**src/hw/sdas_pkg.sv**
```systemverilog
// Shared constants, register map and carrier types of the ADC sequencer.
// Assumes a single 25 MHz clock; all slower rates are enable pulses.
package sdas_pkg;
    localparam int AW = 4;
    localparam int DW = 32;
    localparam int RW = 13;
    localparam int CW = 11;
    localparam int FIFO_DEPTH = 32;
    localparam int LVW = 6;
    // Register byte addresses
    localparam logic [AW-1:0] A_CTRL = 4'h0;
    localparam logic [AW-1:0] A_STAT = 4'h4;
    localparam logic [AW-1:0] A_RES = 4'h8;
    // Control fields
    localparam int B_START = 0;
    localparam int B_STOP = 1;
    localparam int B_MODE = 2;
    localparam int B_FAST = 4;
    localparam int B_MUX = 8;
    localparam int MUXW = 4;
    // Status fields
    localparam int B_DONE = 0;
    localparam int B_BUSY = 1;
    localparam int B_PRIMED = 2;
    localparam int B_FULL = 3;
    localparam int B_LVL = 8;
    // Modulator bit rate is mclk divided by this
    localparam logic [3:0] MOD_DIV = 4'h2;
    // Oversampling per conversion and result ceilings
    localparam logic [CW-1:0] OSR_HI = 11'h400;
    localparam logic [CW-1:0] OSR_LO = 11'h040;
    localparam logic [RW-1:0] MAX_HI = 13'h0fff;
    localparam logic [RW-1:0] MAX_LO = 13'h00ff;
    localparam logic [1:0] PRIME_LAST = 2'h3;

    typedef enum logic [1:0] {
        SDAS_SINGLE,
        SDAS_MULTI,
        SDAS_CONT,
        SDAS_TURBO
    } sdas_mode_t;

    typedef struct packed {
        logic wr;
        logic rd;
        logic [AW-1:0] addr;
        logic [DW-1:0] wdata;
    } sdas_bus_req_t;

    typedef struct packed {
        logic [RW-1:0] sum;
        logic pulse;
    } sdas_dec_out_t;
endpackage : sdas_pkg

```
**src/hw/sdas_seq.sv**
```systemverilog
// Sequencer of the delta-sigma converter: modes, triggers, priming, results.
// Assumes synchronous inputs, one 25 MHz clock and a strobe register port.
//
// The register addresses and strobed register access were left to the implementer.
`timescale 1ns/1ps
// Contract
// - Four modes: single, multi, continuous and turbo multi sample.
// - A run starts on software start bit or hardware start input.
// - Completion sets status flag and done output, held until result read.
// - Single mode idles in standby until a start event.
// - Single trigger runs four conversions; first three only prime.
// - Single result valid after fourth conversion, done raised then.
// - After result read, single mode returns to standby.
// - Continuous first result only after three priming conversions.
// - Continuous delivers one result per conversion period without triggers.
// - Output uses last four samples; invalid until fourth after input change.
// - Decimator turns single-bit stream into parallel result words.
// - 12-bit setting plus faster lower-resolution setting.
// - Completion visible by status polling or by the done output.
// - Multi mode re-primes between samples and restarts automatically.
module sdas_seq (
    input wire logic mclk_i,
    input wire logic arst_n_i,
    input sdas_pkg::sdas_bus_req_t bus_i,
    output logic [sdas_pkg::DW-1:0] rdata_o,
    input wire logic mod_bit_i,
    input wire logic soc_i,
    output logic eoc_o,
    output logic busy_o,
    output logic [sdas_pkg::MUXW-1:0] mux_sel_o
);
    typedef enum logic [1:0] {
        ST_IDLE,
        ST_RUN,
        ST_HOLD
    } sdas_run_t;

    typedef struct packed {
        sdas_run_t run;
        logic [1:0] mode;
        logic fast;
        logic [sdas_pkg::MUXW-1:0] mux;
        logic [1:0] prime;
        logic primed;
        logic clr;
        logic pend;
        logic [sdas_pkg::RW-1:0] res;
        logic done;
        logic busy;
        logic [3:0] div;
        logic [sdas_pkg::DW-1:0] rdata;
    } sdas_st_t;

    sdas_st_t s_r;
    sdas_st_t s_nxt;
    sdas_pkg::sdas_dec_out_t dec;
    logic mod_en;
    logic dec_en;
    logic eff_fast;
    logic ctrl_wr;
    logic start_evt;
    logic stop_wr;
    logic mux_chg;
    logic res_rd;
    logic push;
    logic pop;
    logic fifo_ready;
    logic fifo_valid;
    logic [sdas_pkg::RW-1:0] fifo_dout;
    logic [sdas_pkg::LVW-1:0] level;

    // Clamp the four-conversion sum to the selected resolution
    function automatic logic [sdas_pkg::RW-1:0] sat(input logic [sdas_pkg::RW-1:0] v,
                                                    input logic fast);
        logic [sdas_pkg::RW-1:0] top;
        top = fast ? sdas_pkg::MAX_LO : sdas_pkg::MAX_HI;
        sat = (v > top) ? top : v;
    endfunction : sat

    assign rdata_o = s_r.rdata;
    assign eoc_o = s_r.done;
    assign busy_o = s_r.busy;
    assign mux_sel_o = s_r.mux;

    // Turbo always runs the short conversion
    assign eff_fast = s_r.fast || (s_r.mode == 2'(sdas_pkg::SDAS_TURBO));
    assign mod_en = (s_r.div == sdas_pkg::MOD_DIV - 4'h1);
    // Decimator stalls while a result waits for FIFO room
    assign dec_en = mod_en && (s_r.run == ST_RUN) && !s_r.pend && !s_r.clr;
    assign push = s_r.pend && fifo_ready;
    assign res_rd = bus_i.rd && (bus_i.addr == sdas_pkg::A_RES);
    assign pop = res_rd && fifo_valid;

    // Bus decode of control writes
    assign ctrl_wr = bus_i.wr && (bus_i.addr == sdas_pkg::A_CTRL);
    assign start_evt = (ctrl_wr && bus_i.wdata[sdas_pkg::B_START]) || soc_i;
    assign stop_wr = ctrl_wr && bus_i.wdata[sdas_pkg::B_STOP];
    assign mux_chg = ctrl_wr
        && (bus_i.wdata[sdas_pkg::B_MUX +: sdas_pkg::MUXW] != s_r.mux);

    sdas_decim u_decim (
        .clk_i(mclk_i),
        .arst_n_i(arst_n_i),
        .en_i(dec_en),
        .bit_i(mod_bit_i),
        .clr_i(s_r.clr),
        .fast_i(eff_fast),
        .out_o(dec)
    );

    sdas_fifo #(
        .W(sdas_pkg::RW),
        .DEPTH(sdas_pkg::FIFO_DEPTH)
    ) u_fifo (
        .clk_i(mclk_i),
        .arst_n_i(arst_n_i),
        .in_valid_i(s_r.pend),
        .in_ready_o(fifo_ready),
        .in_data_i(s_r.res),
        .out_valid_o(fifo_valid),
        .out_ready_i(res_rd),
        .out_data_o(fifo_dout),
        .level_o(level)
    );

    // Sequencing, register file and read path
    always_comb begin
        s_nxt = s_r;
        s_nxt.clr = 1'b0;
        s_nxt.rdata = '0;
        s_nxt.div = mod_en ? 4'h0 : s_r.div + 4'h1;
        if (ctrl_wr) begin
            s_nxt.mode = bus_i.wdata[sdas_pkg::B_MODE +: 2];
            s_nxt.fast = bus_i.wdata[sdas_pkg::B_FAST];
            s_nxt.mux = bus_i.wdata[sdas_pkg::B_MUX +: sdas_pkg::MUXW];
        end
        if (push) begin
            s_nxt.pend = 1'b0;
        end
        unique case (s_r.run)
            ST_IDLE: begin
                if (start_evt) begin
                    s_nxt.run = ST_RUN;
                    s_nxt.clr = 1'b1;
                    s_nxt.prime = '0;
                    s_nxt.primed = 1'b0;
                end
            end
            ST_RUN: begin
                // Further start events fall through untouched
                if (dec.pulse && s_r.prime != sdas_pkg::PRIME_LAST) begin
                    s_nxt.prime = s_r.prime + 2'h1;
                end else if (dec.pulse) begin
                    s_nxt.res = sat(dec.sum, eff_fast);
                    s_nxt.pend = 1'b1;
                    s_nxt.primed = 1'b1;
                    unique case (s_r.mode)
                        2'(sdas_pkg::SDAS_SINGLE): begin
                            s_nxt.run = ST_HOLD;
                        end
                        2'(sdas_pkg::SDAS_CONT): begin
                            s_nxt.run = ST_RUN;
                        end
                        default: begin
                            s_nxt.clr = 1'b1;
                            s_nxt.prime = '0;
                        end
                    endcase
                end
            end
            ST_HOLD: begin
                if (!s_r.pend && !s_r.done) begin
                    s_nxt.run = ST_IDLE;
                end
            end
            default: begin
                s_nxt.run = ST_IDLE;
            end
        endcase
        // Input switch poisons the pipeline; re-prime from scratch
        if (mux_chg && s_r.run == ST_RUN) begin
            s_nxt.clr = 1'b1;
            s_nxt.prime = '0;
            s_nxt.primed = 1'b0;
        end
        if (stop_wr) begin
            s_nxt.run = ST_IDLE;
        end
        // A push in the same cycle as the last read keeps the flag set
        s_nxt.done = push || (s_r.done && !(pop && level == sdas_pkg::LVW'(1)));
        s_nxt.busy = (s_nxt.run != ST_IDLE);
        if (bus_i.rd) begin
            unique case (bus_i.addr)
                sdas_pkg::A_CTRL: begin
                    s_nxt.rdata[sdas_pkg::B_MODE +: 2] = s_r.mode;
                    s_nxt.rdata[sdas_pkg::B_FAST] = s_r.fast;
                    s_nxt.rdata[sdas_pkg::B_MUX +: sdas_pkg::MUXW] = s_r.mux;
                end
                sdas_pkg::A_STAT: begin
                    s_nxt.rdata[sdas_pkg::B_DONE] = s_r.done;
                    s_nxt.rdata[sdas_pkg::B_BUSY] = s_r.busy;
                    s_nxt.rdata[sdas_pkg::B_PRIMED] = s_r.primed;
                    s_nxt.rdata[sdas_pkg::B_FULL] = !fifo_ready;
                    s_nxt.rdata[sdas_pkg::B_LVL +: sdas_pkg::LVW] = level;
                end
                sdas_pkg::A_RES: begin
                    s_nxt.rdata[sdas_pkg::RW-1:0] = fifo_dout;
                end
                default: begin
                    s_nxt.rdata = '0;
                end
            endcase
        end
    end

    always_ff @(posedge mclk_i or negedge arst_n_i) begin
        if (!arst_n_i) begin
            s_r <= '0;
        end else begin
            s_r <= s_nxt;
        end
    end
endmodule : sdas_seq

```
**src/hw/sdas_fifo.sv**
```systemverilog
// Result FIFO with a registered head word and valid/ready on both sides.
// Assumes DEPTH is a power of two.
`timescale 1ns/1ps
module sdas_fifo #(
    parameter int W = 12,
    parameter int DEPTH = 32
) (
    input wire logic clk_i,
    input wire logic arst_n_i,
    input wire logic in_valid_i,
    output logic in_ready_o,
    input wire logic [W-1:0] in_data_i,
    output logic out_valid_o,
    input wire logic out_ready_i,
    output logic [W-1:0] out_data_o,
    output logic [$clog2(DEPTH+1)-1:0] level_o
);
    localparam int PW = $clog2(DEPTH);
    localparam int LW = $clog2(DEPTH+1);
    typedef struct packed {
        logic [DEPTH-1:0][W-1:0] mem;
        logic [PW-1:0] wp;
        logic [PW-1:0] rp;
        logic [LW-1:0] cnt;
        logic [W-1:0] dout;
    } sdas_fifo_st_t;
    sdas_fifo_st_t s_r;
    sdas_fifo_st_t s_nxt;
    logic push;
    logic pop;
    logic [LW-1:0] left;

    assign in_ready_o = (s_r.cnt != LW'(DEPTH));
    assign out_valid_o = (s_r.cnt != '0);
    assign out_data_o = s_r.dout;
    assign level_o = s_r.cnt;

    // Head word is reloaded every cycle so reads never see a stale slot
    always_comb begin
        s_nxt = s_r;
        push = in_valid_i && in_ready_o;
        pop = out_valid_o && out_ready_i;
        left = s_r.cnt - LW'(pop);
        if (push) begin
            s_nxt.mem[s_r.wp] = in_data_i;
            s_nxt.wp = s_r.wp + PW'(1);
        end
        if (pop) begin
            s_nxt.rp = s_r.rp + PW'(1);
        end
        s_nxt.cnt = left + LW'(push);
        s_nxt.dout = (push && left == '0) ? in_data_i : s_r.mem[s_nxt.rp];
    end

    always_ff @(posedge clk_i or negedge arst_n_i) begin
        if (!arst_n_i) begin
            s_r <= '0;
        end else begin
            s_r <= s_nxt;
        end
    end
endmodule : sdas_fifo

```
**src/hw/sdas_decim.sv**
```systemverilog
// Decimator: counts modulator ones per conversion and sums the last four.
// Assumes en_i is a one-cycle modulator sample enable.
`timescale 1ns/1ps
module sdas_decim (
    input wire logic clk_i,
    input wire logic arst_n_i,
    input wire logic en_i,
    input wire logic bit_i,
    input wire logic clr_i,
    input wire logic fast_i,
    output sdas_pkg::sdas_dec_out_t out_o
);
    typedef struct packed {
        logic [sdas_pkg::CW-1:0] cnt;
        logic [sdas_pkg::CW-1:0] acc;
        logic [3:0][sdas_pkg::CW-1:0] hist;
        logic [sdas_pkg::RW-1:0] sum;
        logic pulse;
    } sdas_dec_st_t;
    sdas_dec_st_t s_r;
    sdas_dec_st_t s_nxt;
    logic [sdas_pkg::CW-1:0] osr;
    logic [sdas_pkg::CW-1:0] acc_inc;

    assign out_o = '{sum: s_r.sum, pulse: s_r.pulse};

    // One conversion per osr samples; output spans the four latest
    always_comb begin
        s_nxt = s_r;
        s_nxt.pulse = 1'b0;
        osr = fast_i ? sdas_pkg::OSR_LO : sdas_pkg::OSR_HI;
        acc_inc = s_r.acc + sdas_pkg::CW'(bit_i);
        if (clr_i) begin
            s_nxt.cnt = '0;
            s_nxt.acc = '0;
            s_nxt.hist = '0;
        end else if (en_i) begin
            if (s_r.cnt == osr - sdas_pkg::CW'(1)) begin
                s_nxt.hist = {s_r.hist[2:0], acc_inc};
                s_nxt.sum = sdas_pkg::RW'(s_nxt.hist[0]) + sdas_pkg::RW'(s_nxt.hist[1])
                    + sdas_pkg::RW'(s_nxt.hist[2]) + sdas_pkg::RW'(s_nxt.hist[3]);
                s_nxt.pulse = 1'b1;
                s_nxt.cnt = '0;
                s_nxt.acc = '0;
            end else begin
                s_nxt.cnt = s_r.cnt + sdas_pkg::CW'(1);
                s_nxt.acc = acc_inc;
            end
        end
    end

    always_ff @(posedge clk_i or negedge arst_n_i) begin
        if (!arst_n_i) begin
            s_r <= '0;
        end else begin
            s_r <= s_nxt;
        end
    end
endmodule : sdas_decim

```
**config.mk**
```make
export PLATFORM = sky130hd
export DESIGN_NAME = sdas_seq
export DESIGN_NICKNAME = d
export VERILOG_FILES = /design/src/hw/sdas_pkg.sv /design/src/hw/sdas_seq.sv /design/src/hw/sdas_fifo.sv /design/src/hw/sdas_decim.sv
export SDC_FILE = /design/constraint.sdc
export NUM_CORES = 1
export LEC_CHECK = 0
export CORE_AREA = 2 2 282 353
export CTS_CLUSTER_SIZE = 14
export DETAILED_ROUTE_END_ITERATION = 16
export DIE_AREA = 0 0 284 355
export DONT_BUFFER_PORTS = 1
export MAX_ROUTING_LAYER = met4
export PLACE_DENSITY = 0.54
export RECOVER_POWER = 25
export SYNTH_ARGS = -nofsm -noshare
export SYNTH_HDL_FRONTEND = slang
export SYNTH_SLANG_ARGS = --single-unit
```
**constraint.sdc**
```tcl
create_clock -name mclk_i -period 9.7 [get_ports mclk_i]
set_clock_uncertainty 0.1 [all_clocks]
set_input_delay 0.485 -clock mclk_i [delete_from_list [all_inputs] [get_ports mclk_i]]
set_output_delay 0.485 -clock mclk_i [all_outputs]
set_load 0.01 [all_outputs]
```
======== Word-level counts from Yosys, hierarchy flattened ========
Index checks and enable logic that the tools add are counted.
word-level totals
  register bits ........................... 579
  latch bits .............................. 0
  RAM bits ................................ 0
  bits in read-only memories .............. 0
  input bits .............................. 42
  output and inout bits ................... 38
  word-level logic and storage cells ...... 172
  memories kept ........................... 0
operators by class
  add/sub/neg operators ................... 12
  multiply operators ...................... 0
  div/mod/pow operators ................... 0
  order comparisons ....................... 4
  eq/ne operators ......................... 17
  shift operators ......................... 0
  muxes and demuxes ....................... 41
  bitwise gates (word level) .............. 2
  reduce and logical (&&, ||, !) cells .... 40
operators by type and width
  cell                                                                  number
  416-bit bitwise mux                                                   1
  80-bit two-way mux                                                    1
  66-bit two-way mux                                                    1
  13-bit binary-select mux with 5-bit select                            1
  13-bit demux with 5-bit select                                        1
  58-bit two-way mux                                                    1
  13-bit two-way mux                                                    4
  14-bit two-way mux                                                    2
  13-bit by 11-bit adder with 13-bit output                             2
  22-bit two-way mux                                                    1
  18-bit two-way mux                                                    1
  1-bit logical AND                                                     17
  16-bit two-way mux                                                    1
  2-bit two-way mux                                                     7
  13-bit by 12-bit greater-than comparator with 1-bit output            1
  11-bit by 11-bit adder with 12-bit output                             1
  5-bit by 6-bit < comparator with 1-bit output, second input constant  2
  12-bit two-way mux                                                    1
  4-bit two-way mux                                                     3
  2-bit case mux with 3 select lines                                    2
  4-bit case mux with 3 select lines                                    1
  11-bit by 1-bit adder with 11-bit output                              1
  11-bit by 1-bit adder with 11-bit output, second input constant       1
  11-bit equality test                                                  1
  other kinds (41)                                                      61

======== Longest topological paths before layout ========
Gate-level depths: netlist (run 1).
  depth after elaboration ................. 9
  gate-level depth with buffers ........... 20
  mapped depth without buffers ............ 20

======== Hierarchy ========
From an unflattened synthesis (run 1), not the netlist that was laid out.
unflattened totals
  cell total of the unflattened synthesis .. 2594
  area, all modules ....................... 29442.0 sq um
modules (own cells, without submodules)
  module      times used  cells an instance  area each (sq um)  seq. area each (sq um)
  sdas_fifo   1           1956               22895.7            11135.7
  sdas_decim  1           386                4050.1             1726.7
  sdas_seq    1           252                2496.1             1176.1

======== Worst setup path before layout (run 1) ========
No wires, ideal clock.
  path kind ............................... input port to flip-flop
  start ................................... input port mod_bit_i
  end ..................................... register u_decim.s_r, in the netlist u_decim.out_o[12]
  library setup time ...................... 0.069 ns
  data arrival time ....................... 4.103 ns
  data required time ...................... 9.531 ns
  setup slack ............................. 5.429 ns
  cell stages on the path ................. 17
  buffers on the path ..................... 0
  cell sequence ........................... ha_1 ha_1 fa_1 a21o_1 a21oi_1 o21bai_1 a21oi_1 o21ai_0 a21o_1 a21oi_1 xor2_1 fa_1 inv_1 ha_1 or3_1 or3_1 nand3_1
between the ends
  longest elaborated chain between the ends .. 4
ends and longest elaborated chain
  element                                                 line              text
  start: declaration                                      sdas_seq.sv:26    input wire logic mod_bit_i,
  11-bit by 1-bit adder with 11-bit output                sdas_decim.sv:32  acc_inc = s_r.acc + sdas_pkg::CW'(bit_i);
  11-bit by 11-bit adder with 12-bit output               sdas_decim.sv:40  s_nxt.sum = sdas_pkg::RW'(s_nxt.hist[0]) + sdas_pkg::RW'(s_nxt.hist[1])
  13-bit by 11-bit adder with 13-bit output (2 in a row)  sdas_decim.sv:41  + sdas_pkg::RW'(s_nxt.hist[2]) + sdas_pkg::RW'(s_nxt.hist[3]);
  end signal: assignment                                  sdas_decim.sv:56  s_r <= s_nxt;
  end: declaration                                        sdas_decim.sv:20  sdas_dec_st_t s_r;
No other way between the ends.
A chain may end at the register's enable or synchronous reset.

==> flow_metrics.env, run 1 <==
export IMPL_hold_ws_ns=0.0213
export IMPL_r2r_worst_path_cells=10
export IMPL_rr_startpoint="u_fifo.level_o[5]"
export IMPL_die_h_um=355
export IMPL_comb_power_share_pct=26.3
export IMPL_intPower_mw=4.55
export IMPL_area_delta_synth_final_pct=11.2
export IMPL_cap_violations=2
export IMPL_rows=128
export IMPL_io_pins=80
export IMPL_gp_congestion=0.822
export IMPL_layout_drive_gt1_share_pct=27.0
export IMPL_min_period_ns=5.34
export IMPL_nets=2449
export IMPL_syn_inst=2456
export IMPL_setup_worst_path_end="u_fifo.out_data_o[3]"
export IMPL_grt_pass1_wl_mm=123
export IMPL_clk_latency_ns=0.59
export IMPL_final_common_cell="dfrtp_1"
export IMPL_cp_arrival_ns=5.64
export IMPL_post_route_util_pct=33.2
export IMPL_crit_type="reg -> reg"
export IMPL_synth_area_um2=29000
export IMPL_r2r_slack_ns=4.36
export IMPL_final_max_slew_viol_count=61
export IMPL_cts_resized_gates=0
export IMPL_grt_usage_pct=16.1
export IMPL_syn_avg_cell_area_um2=11.8
export IMPL_worstSetupStartpoint="u_fifo.level_o[5]"
export IMPL_root_buffer="clkbuf_16"
export IMPL_grt_pass1_vias=20600
export IMPL_final_cell_mix="dfrtp_1, mux2_2, nand2_1, mux2i_1, o21ai_0"
export IMPL_ant_nets=0
export IMPL_stdcell_area_um2=32300
export IMPL_grt_antenna_before_repair=0
export IMPL_p_seq_share_pct=36.9
export IMPL_async_flop_share_pct=100
export IMPL_tightest_slew_ns=1.58
export IMPL_leakagePower_nw=15.1
export IMPL_drc_errors=0
export IMPL_setup_viol=0
export IMPL_start_util_pct=29.8
export IMPL_max_freq_mhz=187
export IMPL_critPathLaunchType="register"
export IMPL_overflow=0
export IMPL_ys_seq_area_share_pct=48.4
export IMPL_cts_tree="built"
export IMPL_placed_cell_area_um2=29900
export IMPL_first_iter_violations=1419
export IMPL_hpwl_mm=48.8
export IMPL_period_share_pct=55.1
export IMPL_path_clk_slew_ns=0.06
export IMPL_die_area_um2=101000
export IMPL_p_sw_mw=2.27
export IMPL_status="complete, but fails checks"
export IMPL_drt_wl_total_mm=80.0
export IMPL_hold_violations=0
export IMPL_core_area_um2=97400
export IMPL_io_buffers=0
export IMPL_hp_class="in -> reg"
export IMPL_endpoint_kind="register"
export IMPL_cts_made_buffers=66
export IMPL_setup_tns_final_ns=0
export IMPL_vdd_ir_drop_max_mv=0.219
export IMPL_drt_pass1_iter_count=7
export IMPL_synthFlopType="dfrtp_1"
export IMPL_worstPathMaxFanout=43
export IMPL_p_clk_share_pct=36.8
export IMPL_rsz0062_at_grt="false"
export IMPL_grt_max_degree=562
export IMPL_power_density_nw_per_um2=211
export IMPL_clock_sinks=561
export IMPL_vias=19700
export IMPL_die_w_um=284
export IMPL_cts_buffer_depth=3
export IMPL_htreeDepth=3
export IMPL_synth_cell_type_count=71
export IMPL_ys_ff_latch=561
export IMPL_yosysWarnings=0
export IMPL_r2r_end="u_fifo.out_data_o[3]"
export IMPL_max_slew_margin_pct=-5.44
export IMPL_synth_edf_count=0
export IMPL_avgRoutedWirePerCell_um=21.6
export IMPL_nFillCells=9735
export IMPL_critPathRequiredTime_ns=10.00
export IMPL_failed_checks="capacitance limit, slew limit"
export IMPL_p_sw_share_pct=33.3
export IMPL_via_per_inst=5.33
export IMPL_cts_setup_buffers=0
## sequential cells by signal, summed over array words and instances (netlist names)
name	count
u_fifo.s_r	426
u_decim.s_r	55
s_r	27
rdata_o	14
u_decim.out_o	14
u_fifo.out_data_o	13
u_fifo.level_o	6
mux_sel_o	4
busy_o	1
eoc_o	1
## stage by stage
| stage | instances | power, mW | setup WS (ns) |
|---|---|---|---|
| final | 3701 | 6.82 | 4.36 |
| after global routing | 3700 | 7.12 | 4.10 |
| after CTS | 3695 | 6.84 | 4.33 |
| after floorplan | 2473 | 3.72 | 5.43 |
| after global placement | 3571 | 4.28 | 4.19 |
| after detailed placement | 3571 | 4.30 | 4.19 |
## how the worst min path moves through the flow
stage / endpoint / startpoint / cells past startpoint / slack (ns)
2_1_floorplan: busy_o / arst_n_i / 0 / 0.09
3_3_place_gp: u_fifo.s_r[260] / arst_n_i / 0 / 0.24
3_5_place_dp: u_fifo.s_r[260] / arst_n_i / 0 / 0.24
4_1_cts: u_fifo.s_r[276] / arst_n_i / 0 / -0.39
5_1_grt: rdata_o[11] / bus_i[34] / 3 / 0.02
6_report: rdata_o[9] / bus_i[34] / 3 / 0.02
## Yosys cell counts (14+ instances only)
cell type,count,share of area (%)
a2111oi_0,15,0.45
a211oi_1,22,0.57
a21oi_1,64,1.1
a22o_1,25,0.75
a31oi_1,14,0.30
buf_2,54,0.93
buf_4,38,0.98
clkbuf_1,124,1.6
dfrtp_1,561,48
ha_1,41,1.8
inv_1,65,0.84
mux2_2,446,17
mux2i_1,157,5.4
mux4_2,44,3.4
nand2_1,157,2.0
nand3_1,41,0.71
nand4_1,14,0.30
nor2_1,94,1.2
nor2b_1,18,0.39
nor3_1,16,0.28
o21ai_0,109,1.9
o221ai_1,61,1.8
o22ai_1,55,1.2
xnor2_1,20,0.60
xor2_1,25,0.75
## power groups by stage
stage	clock network [mW]	registers (mW)	logic, mW
2_1_floorplan	0	2.48	1.23
3_3_place_gp	0	2.56	1.72
3_5_place_dp	0	2.56	1.74
4_1_cts	2.57	2.52	1.75
5_1_grt	2.68	2.52	1.92
6_report	2.51	2.52	1.80
## worst max-delay path, cell delays in order (launching register included)
cell,delay [ns]
dfrtp_1,0.46
nor2_1,0.17
a211o_4,0.62
inv_2,0.64
nand3_1,0.81
a21boi_2,0.42
buf_4,0.25
o221ai_1,0.44
o22ai_1,0.13
nor4_1,0.77
o21ai_1,0.29
## layer usage
| layer | part of all wire (%) | GRT usage [%] | vias to the layer above | wire [µm] |
|---|---|---|---|---|
| li1 | - | - | 8748 | - |
| met1 | 42 | 19.4 | 10300 | 33700 |
| met2 | 50 | 27.5 | 507 | 40200 |
| met3 | 4.3 | 2.26 | 159 | 3410 |
| met4 | 3.3 | 5.74 | 0 | 2680 |
| met5 | 0 | - | - | 0 |
## cells by family after synthesis
logic type	after synthesis	share of synthesized area (%)
simple gates	406	6.47
xor+xnor	45	1.36
other cells	1	0.0129
compound gates	445	10.5
buf+inv	297	4.56
mux	647	26.1
flops	561	48.4
fa+ha+maj	54	2.66
## final cells by class
cell class                 count  area (µm²)  share of cell area (%)
sequential                   561       14000                    43.5
multi-input combinational   1615       13800                    42.7
clock buffer                 103        2040                    6.33
tap                         1300        1630                    5.04
timing repair buffer          41         378                    1.17
inverter                      68         255                   0.791
clock inverter                12         143                   0.442
antenna                        1        2.50                 0.00775
## repair_timing
action | in CTS | in global routing
endpoints found under the setup margin | 0 | 0
hold endpoints to repair | 573 | 125
hold buffers | 9 | 2
(Power assumes the default switching activity.)
==> inputs of run 2 (changes only) <==
--- a/config.mk
+++ b/config.mk
@@ -5,13 +5,14 @@
 export SDC_FILE = /design/constraint.sdc
 export NUM_CORES = 1
 export LEC_CHECK = 0
-export CORE_AREA = 2 2 282 353
+export ABC_AREA = 1
+export CORE_AREA = 2 2 278 348
 export CTS_CLUSTER_SIZE = 14
 export DETAILED_ROUTE_END_ITERATION = 16
-export DIE_AREA = 0 0 284 355
+export DIE_AREA = 0 0 280 350
 export DONT_BUFFER_PORTS = 1
 export MAX_ROUTING_LAYER = met4
-export PLACE_DENSITY = 0.54
+export PLACE_DENSITY = 0.56
 export RECOVER_POWER = 25
 export SYNTH_ARGS = -nofsm -noshare
 export SYNTH_HDL_FRONTEND = slang
==> constraint.sdc (replaced) <==
create_clock -name mclk_i -period 4.45 [get_ports mclk_i]
set_clock_uncertainty 0.1 [all_clocks]
set_input_delay 0.2225 -clock mclk_i [delete_from_list [all_inputs] [get_ports mclk_i]]
set_output_delay 0.2225 -clock mclk_i [all_outputs]
set_load 0.01 [all_outputs]
==> run 2 against run 1 <==
Against the previous run:
- the run ends with hold timing, slew limit left
- non-clock buffer count increased by 47
- sequential power is 110% higher
- global-route usage rose by 0.64 points
- via count is 14% higher
- largest power group unchanged
- cell count increased by 26%
- die area decreased by 2.8%
- core utilization up 0.22 points
- register-to-register slack lost 4.1 ns
- setup slack got worse by 4.1 ns
==> flow_metrics.env, run 2 <==
export IMPL_status="complete, but fails checks"
export IMPL_failed_checks="hold timing, slew limit"
export IMPL_p_sw_share_pct=33.5
export IMPL_die_h_um=350
export IMPL_first_iter_violations=1990
export IMPL_power_density_nw_per_um2=430
export IMPL_synthAdderAreaFrac_pct=2.74
export IMPL_rr_startpoint="u_decim.s_r[58]"
export IMPL_setup_tns_final_ns=0
export IMPL_cp_arrival_ns=4.61
export IMPL_yosys_top_cells_area="dfrtp_1, nand2_1, nand3_1"
export IMPL_worstPathMaxFanout=5
export IMPL_synth_compound_area_share_pct=10.8
export IMPL_wl_met2_mm=38.8
export IMPL_ys_ff_latch=561
export IMPL_grt_max_degree=562
export IMPL_rows=126
export IMPL_hold_violations=561
export IMPL_dpl_cell_count=4517
export IMPL_tightest_slew_ns=1.67
export IMPL_cts_buffer_depth=3
export IMPL_yosysWarnings=0
export IMPL_period_share_pct=94.1
export IMPL_clk_latency_ns=0.64
export IMPL_vdd_ir_drop_max_mv=0.365
export IMPL_hpwl_mm=46.7
export IMPL_die_w_um=280
export IMPL_synth_mux_area_share_pct=0
export IMPL_hp_class="in -> async"
export IMPL_yosys_area_share_simple_pct=25.2
export IMPL_drt_pass1_iter_count=7
export IMPL_r2r_slack_ns=0.26
export IMPL_synth_xor_area_share_pct=1.40
export IMPL_min_period_ns=4.19
export IMPL_io_pins=80
export IMPL_wl_met3_mm=2.72
export IMPL_regMostFlops="u_fifo.s_r"
export IMPL_cts_hold_buf=35
export IMPL_critPathRequiredTime_ns=4.87
export IMPL_final_common_cell="nand2_1"
export IMPL_core_area_um2=94400
export IMPL_syn_avg_cell_area_um2=8.07
export IMPL_cts_tree="built"
export IMPL_async_flop_share_pct=100
export IMPL_synthFlopType="dfrtp_1"
export IMPL_setup_viol=0
export IMPL_diodes=0
export IMPL_synth_top_family_by_area="simple AND/OR/NAND/NOR gates"
export IMPL_drc_errors=0
export IMPL_ys_seq_area_share_pct=49.8
export IMPL_gp_congestion=0.848
export IMPL_r2r_worst_path_cells=24
export IMPL_via_per_inst=4.84
export IMPL_stdcell_area_um2=31500
export IMPL_vias=22600
export IMPL_synth_top_area_share_pct=49.8
export IMPL_crit_type="reg -> reg"
export IMPL_layout_drive_gt1_share_pct=5.40
export IMPL_synth_cell_type_count=45
export IMPL_worstSetupStartpoint="u_decim.s_r[58]"
export IMPL_endpoint_kind="register"
export IMPL_power_mw=13.5
export IMPL_grt_pass1_vias=22200
export IMPL_die_area_um2=98000
export IMPL_p_sw_mw=4.54
export IMPL_final_max_slew_viol_count=221
export IMPL_start_util_pct=29.9
export IMPL_grt_usage_pct=16.7
export IMPL_max_slew_margin_pct=-11.0
export IMPL_max_freq_mhz=239
export IMPL_critPathLaunchType="register"
export IMPL_hold_ws_ns=-0.713
export IMPL_ant_nets=0
export IMPL_yosys_top_cells_count="nand2_1, dfrtp_1, nand3_1"
export IMPL_overflow=0
export IMPL_cts_made_buffers=58
export IMPL_path_clk_slew_ns=0.06
export IMPL_cap_violations=0
export IMPL_intPower_mw=9.00
export IMPL_comb_power_share_pct=23.8
export IMPL_clock_sinks=561
export IMPL_yosysMostFrequentCell="nand2_1"
export IMPL_nets=3493
export IMPL_avgRoutedWirePerCell_um=17.0
export IMPL_routed_top_layer="met4"
export IMPL_area_delta_synth_final_pct=11.8
export IMPL_p_clk_share_pct=36.6
export IMPL_htreeDepth=2
export IMPL_largest_register_ffs=426
export IMPL_drt_wl_total_mm=79.4
export IMPL_wl_met1_mm=34.8
export IMPL_largestRegisters="u_fifo.s_r x426, u_decim.s_r x55, s_r x27"
export IMPL_synth_edf_count=0
export IMPL_placed_cell_area_um2=29100
export IMPL_leakagePower_nw=14.2
export IMPL_final_cells=4660
export IMPL_syn_inst=3495
export IMPL_p_seq_share_pct=39.6
export IMPL_grt_pass1_wl_mm=127
export IMPL_grt_antenna_before_repair=0
export IMPL_io_buffers=0
export IMPL_final_cell_mix="nand2_1, dfrtp_1, nand3_1"
export IMPL_synth_area_um2=28200
export IMPL_yosysTopAreaCell="dfrtp_1"
export IMPL_root_buffer="clkbuf_16"
export IMPL_r2r_end="u_decim.out_o[12]"
export IMPL_rsz0062_at_grt="false"
run 2: cell count changes after synthesis, moves of 22 or more:
cell	delta
nand2_1	+680
nand3_1	+453
mux2_2	-446
o21ai_0	+359
inv_1	+354
mux2i_1	-157
nand3b_1	+131
o221ai_1	-61
mux4_2	-44
nor2_1	-39
clkbuf_1	+34
a21oi_1	-29
a22o_1	-25
a211oi_1	-22
run 2: layout make-up:
type / instances / area (µm²)
clock inverters: 23 / 256
flip-flops and latches: 561 / 14000
multi-input cells: 2260 / 11600
repair buffers: 88 / 873
fillers: 9850 / 62900
well taps: 1216 / 1520
inverters: 428 / 1610
clock buffers: 84 / 1660
run 2: per-stage QoR:
step	hold slack [ns]	utilization, %	worst slack [ns]
6_report	-0.713	33.4	0.262
5_1_grt	-0.758	33.4	0.00414
4_1_cts	-0.776	33.2	0.0809
3_5_place_dp	-0.0829	30.8	0.144
3_3_place_gp	-0.0738	30.8	0.0904
2_1_floorplan	-0.173	-	0.479
run 2: how the worst max path moves through the flow:
| stage | depth (start not counted) | end | slack (ns) |
|---|---|---|---|
| after floorplan | 21 | u_decim.out_o[12] | 0.48 |
| final | 24 | u_decim.out_o[12] | 0.26 |
| after global placement | 24 | u_decim.out_o[12] | 0.09 |
| after CTS | 24 | u_decim.out_o[12] | 0.08 |
| after global routing | 20 | u_decim.out_o[12] | 0.004 |
| after detailed placement | 24 | u_decim.out_o[12] | 0.14 |
run 2: kinds of logic after synthesis:
kind of cell | Yosys count
AO/OA/AOI/OAI | 579
adder cells (fa/ha/maj) | 54
XOR/XNOR | 45
flip-flops | 561
other | 1
buffers and inverters | 691
AND/OR/NAND/NOR | 1564
run 2: power by group through the flow:
| stage | Combinational (mW) | Sequential [mW] | Clock [mW] |
|---|---|---|---|
| final | 3.22 | 5.36 | 4.96 |
| after CTS | 3.21 | 5.36 | 5.09 |
| after global placement | 3.13 | 5.45 | 0 |
| after detailed placement | 3.16 | 5.45 | 0 |
| after global routing | 3.49 | 5.38 | 5.28 |
| after floorplan | 1.98 | 5.41 | 0 |
run 2: critical path, cell delays in order (launching register included):
cell and delay, ns:
dfrtp_1 0.34, ha_2 0.20, nand2_1 0.07, nor2_2 0.18, nand3_2 0.16, nor3_4 0.24
xor2_1 0.19, inv_1 0.10, ha_4 0.24, a21oi_1 0.14, nand2_1 0.12, a21oi_2 0.13
nor2_1 0.05, nor2_1 0.10, xor2_1 0.18, fa_1 0.43, inv_1 0.10, ha_4 0.22
nand2_1 0.09, nor2_1 0.06, nand3_1 0.08, o2111ai_1 0.14, or2_2 0.30, nand3_1 0.07
nand2_1 0.05
run 2: repair_timing:
item,in CTS,in global routing
resized for setup,0,19
buffers inserted,0,1
setup endpoints to repair,0,5
endpoints found under the hold margin,588,561
run 2: routing by layer:
layer	vias up	global-route usage [%]
met5	-	-
met4	0	6.60
met3	123	1.72
met2	405	28.3
met1	10900	20.5
li1	11100	-
==> inputs of run 3 (changes only) <==
--- a/config.mk
+++ b/config.mk
@@ -7,6 +7,7 @@
 export LEC_CHECK = 0
 export ABC_AREA = 1
 export CORE_AREA = 2 2 278 348
+export CTS_BUF_LIST = sky130_fd_sc_hd__clkbuf_8
 export CTS_CLUSTER_SIZE = 14
 export DETAILED_ROUTE_END_ITERATION = 16
 export DIE_AREA = 0 0 280 350
==> run 3 against run 2 <==
Against the previous run:
- the flow still finishes with violations (hold timing, slew limit)
- count of clock-buffer cells in the layout is 34 higher
- design area is 0.21% higher
- die area stayed put
- clock power is 4% lower
- critical path type unchanged
- highest routed layer unchanged
==> flow_metrics.env, run 3 (synthesis results as in run 2) <==
export IMPL_status="complete, but fails checks"
export IMPL_failed_checks="hold timing, slew limit"
export IMPL_r2r_end="u_decim.out_o[12]"
export IMPL_cts_tree="built"
export IMPL_drt_wl_total_mm=79.7
export IMPL_worstSetupStartpoint="u_decim.s_r[58]"
export IMPL_cts_buffer_depth=3
export IMPL_overflow=0
export IMPL_path_clk_slew_ns=0.06
export IMPL_largest_register_ffs=426
export IMPL_power_mw=13.4
export IMPL_regMostFlops="u_fifo.s_r"
export IMPL_grt_antenna_before_repair=1
export IMPL_die_h_um=350
export IMPL_place_ws_ns=0.144
export IMPL_hpwl_mm=46.7
export IMPL_max_slew_margin_pct=-13.0
export IMPL_leakagePower_nw=14.4
export IMPL_critPathRequiredTime_ns=4.93
export IMPL_io_pins=80
export IMPL_min_period_ns=4.17
export IMPL_nets=3534
export IMPL_gp_congestion=0.848
export IMPL_regArea_um2=14000
export IMPL_start_util_pct=29.9
export IMPL_period_share_pct=93.6
export IMPL_grt_pass1_wl_mm=127
export IMPL_root_buffer="clkbuf_8"
export IMPL_crit_type="reg -> reg"
export IMPL_drc_errors=0
export IMPL_multi_input_area_um2=11600
export IMPL_drt_pass1_iter_count=8
export IMPL_clock_sinks=561
export IMPL_first_iter_violations=1800
export IMPL_hp_class="in -> async"
export IMPL_setup_ws_ns=0.283
export IMPL_grt_max_degree=562
export IMPL_max_freq_mhz=240
export IMPL_hold_violations=561
export IMPL_avgRoutedWirePerCell_um=16.9
export IMPL_cap_violations=0
export IMPL_cp_arrival_ns=4.65
export IMPL_final_cell_mix="nand2_1, dfrtp_1, nand3_1"
export IMPL_via_per_inst=4.81
export IMPL_die_w_um=280
export IMPL_layout_drive_gt1_share_pct=6.50
export IMPL_io_buffers=0
export IMPL_rr_startpoint="u_decim.s_r[58]"
export IMPL_setup_viol=0
export IMPL_core_area_um2=94400
export IMPL_grt_pass1_vias=22500
export IMPL_clk_latency_ns=0.73
export IMPL_setup_worst_path_end="u_decim.out_o[12]"
export IMPL_cts_hold_buf=37
export IMPL_power_density_nw_per_um2=423
export IMPL_rows=126
export IMPL_grt_usage_pct=16.8
export IMPL_vias=22700
export IMPL_ant_nets=0
export IMPL_area_delta_synth_final_pct=12.0
export IMPL_placed_cell_area_um2=29100
export IMPL_tightest_slew_ns=1.69
export IMPL_critPathLaunchType="register"
export IMPL_r2r_slack_ns=0.28
export IMPL_worstPathMaxFanout=5
export IMPL_die_area_um2=98000
export IMPL_cts_made_buffers=96
export IMPL_r2r_worst_path_cells=24
export IMPL_endpoint_kind="register"
export IMPL_stdcell_area_um2=31600
export IMPL_hold_ws_ns=-0.773
export IMPL_largestRegisters="u_fifo.s_r x426, u_decim.s_r x55, s_r x27"
export IMPL_post_route_util_pct=33.4
export IMPL_final_max_slew_viol_count=129
export IMPL_final_common_cell="nand2_1"
export IMPL_vdd_ir_drop_max_mv=0.313
export IMPL_nFillCells=9914
export IMPL_htreeDepth=3
run 3: where the power goes:
group,internal [mW],switching (mW)
clock,2.57,2.20
sequential,5.25,0.119
combinational,0.936,2.29
run 3: per-layer routing:
layer  GRT usage (%)  share of wire, %
met2            28.4                49
met1            20.3                44
met5               -                 0
met3            2.06               3.7
met4            6.93               3.8
run 3: critical path, stage by stage, from the launching register on:
cell and delay [ns]:
dfrtp_1 0.38, ha_4 0.15, nand2_1 0.06, nor2_2 0.18
nand3_2 0.16, nor3_4 0.23, xor2_1 0.20, inv_1 0.09
ha_4 0.24, a21oi_1 0.13, nand2_1 0.11, a21oi_2 0.13
nor2_1 0.05, nor2_1 0.10, xor2_1 0.18, fa_1 0.43
inv_1 0.10, ha_4 0.22, nand2_1 0.10, nor2_1 0.06
nand3_1 0.09, o2111ai_2 0.13, or2_2 0.29, nand3_1 0.07
nand2_1 0.05
run 3: how the worst min path moves through the flow:
stage / startpoint / end / slack (ns)
finish: arst_n_i / u_fifo.s_r[213] / -0.77
global route: arst_n_i / u_fifo.s_r[226] / -0.83
CTS: arst_n_i / u_fifo.s_r[213] / -0.86
detailed placement: arst_n_i / u_fifo.s_r[213] / -0.08
global placement: arst_n_i / u_fifo.s_r[213] / -0.07
floorplan: arst_n_i / busy_o / -0.17
run 3: cell type report:
cell class              instances  share of cell area, %
clock inverters                47                  0.979
clock buffers                 118                   5.14
diodes                          1                0.00792
multi-input cells            2260                   36.7
well taps                    1216                   4.82
flip-flops and latches        561                   44.5
repair buffers                 91                   2.85
inverters                     428                   5.09
run 3: per-stage QoR:
stage | instances | setup TNS (ns)
floorplan | 3512 | 0
global placement | 4517 | 0
detailed placement | 4517 | 0
CTS | 4719 | 0
global route | 4722 | -0.0556
finish | 4722 | 0
run 3: what timing repair did:
item,in CTS,in global routing
hold endpoints to repair,592,561
buffers inserted,0,2
endpoints found under the setup margin,0,5
resized for setup,0,23
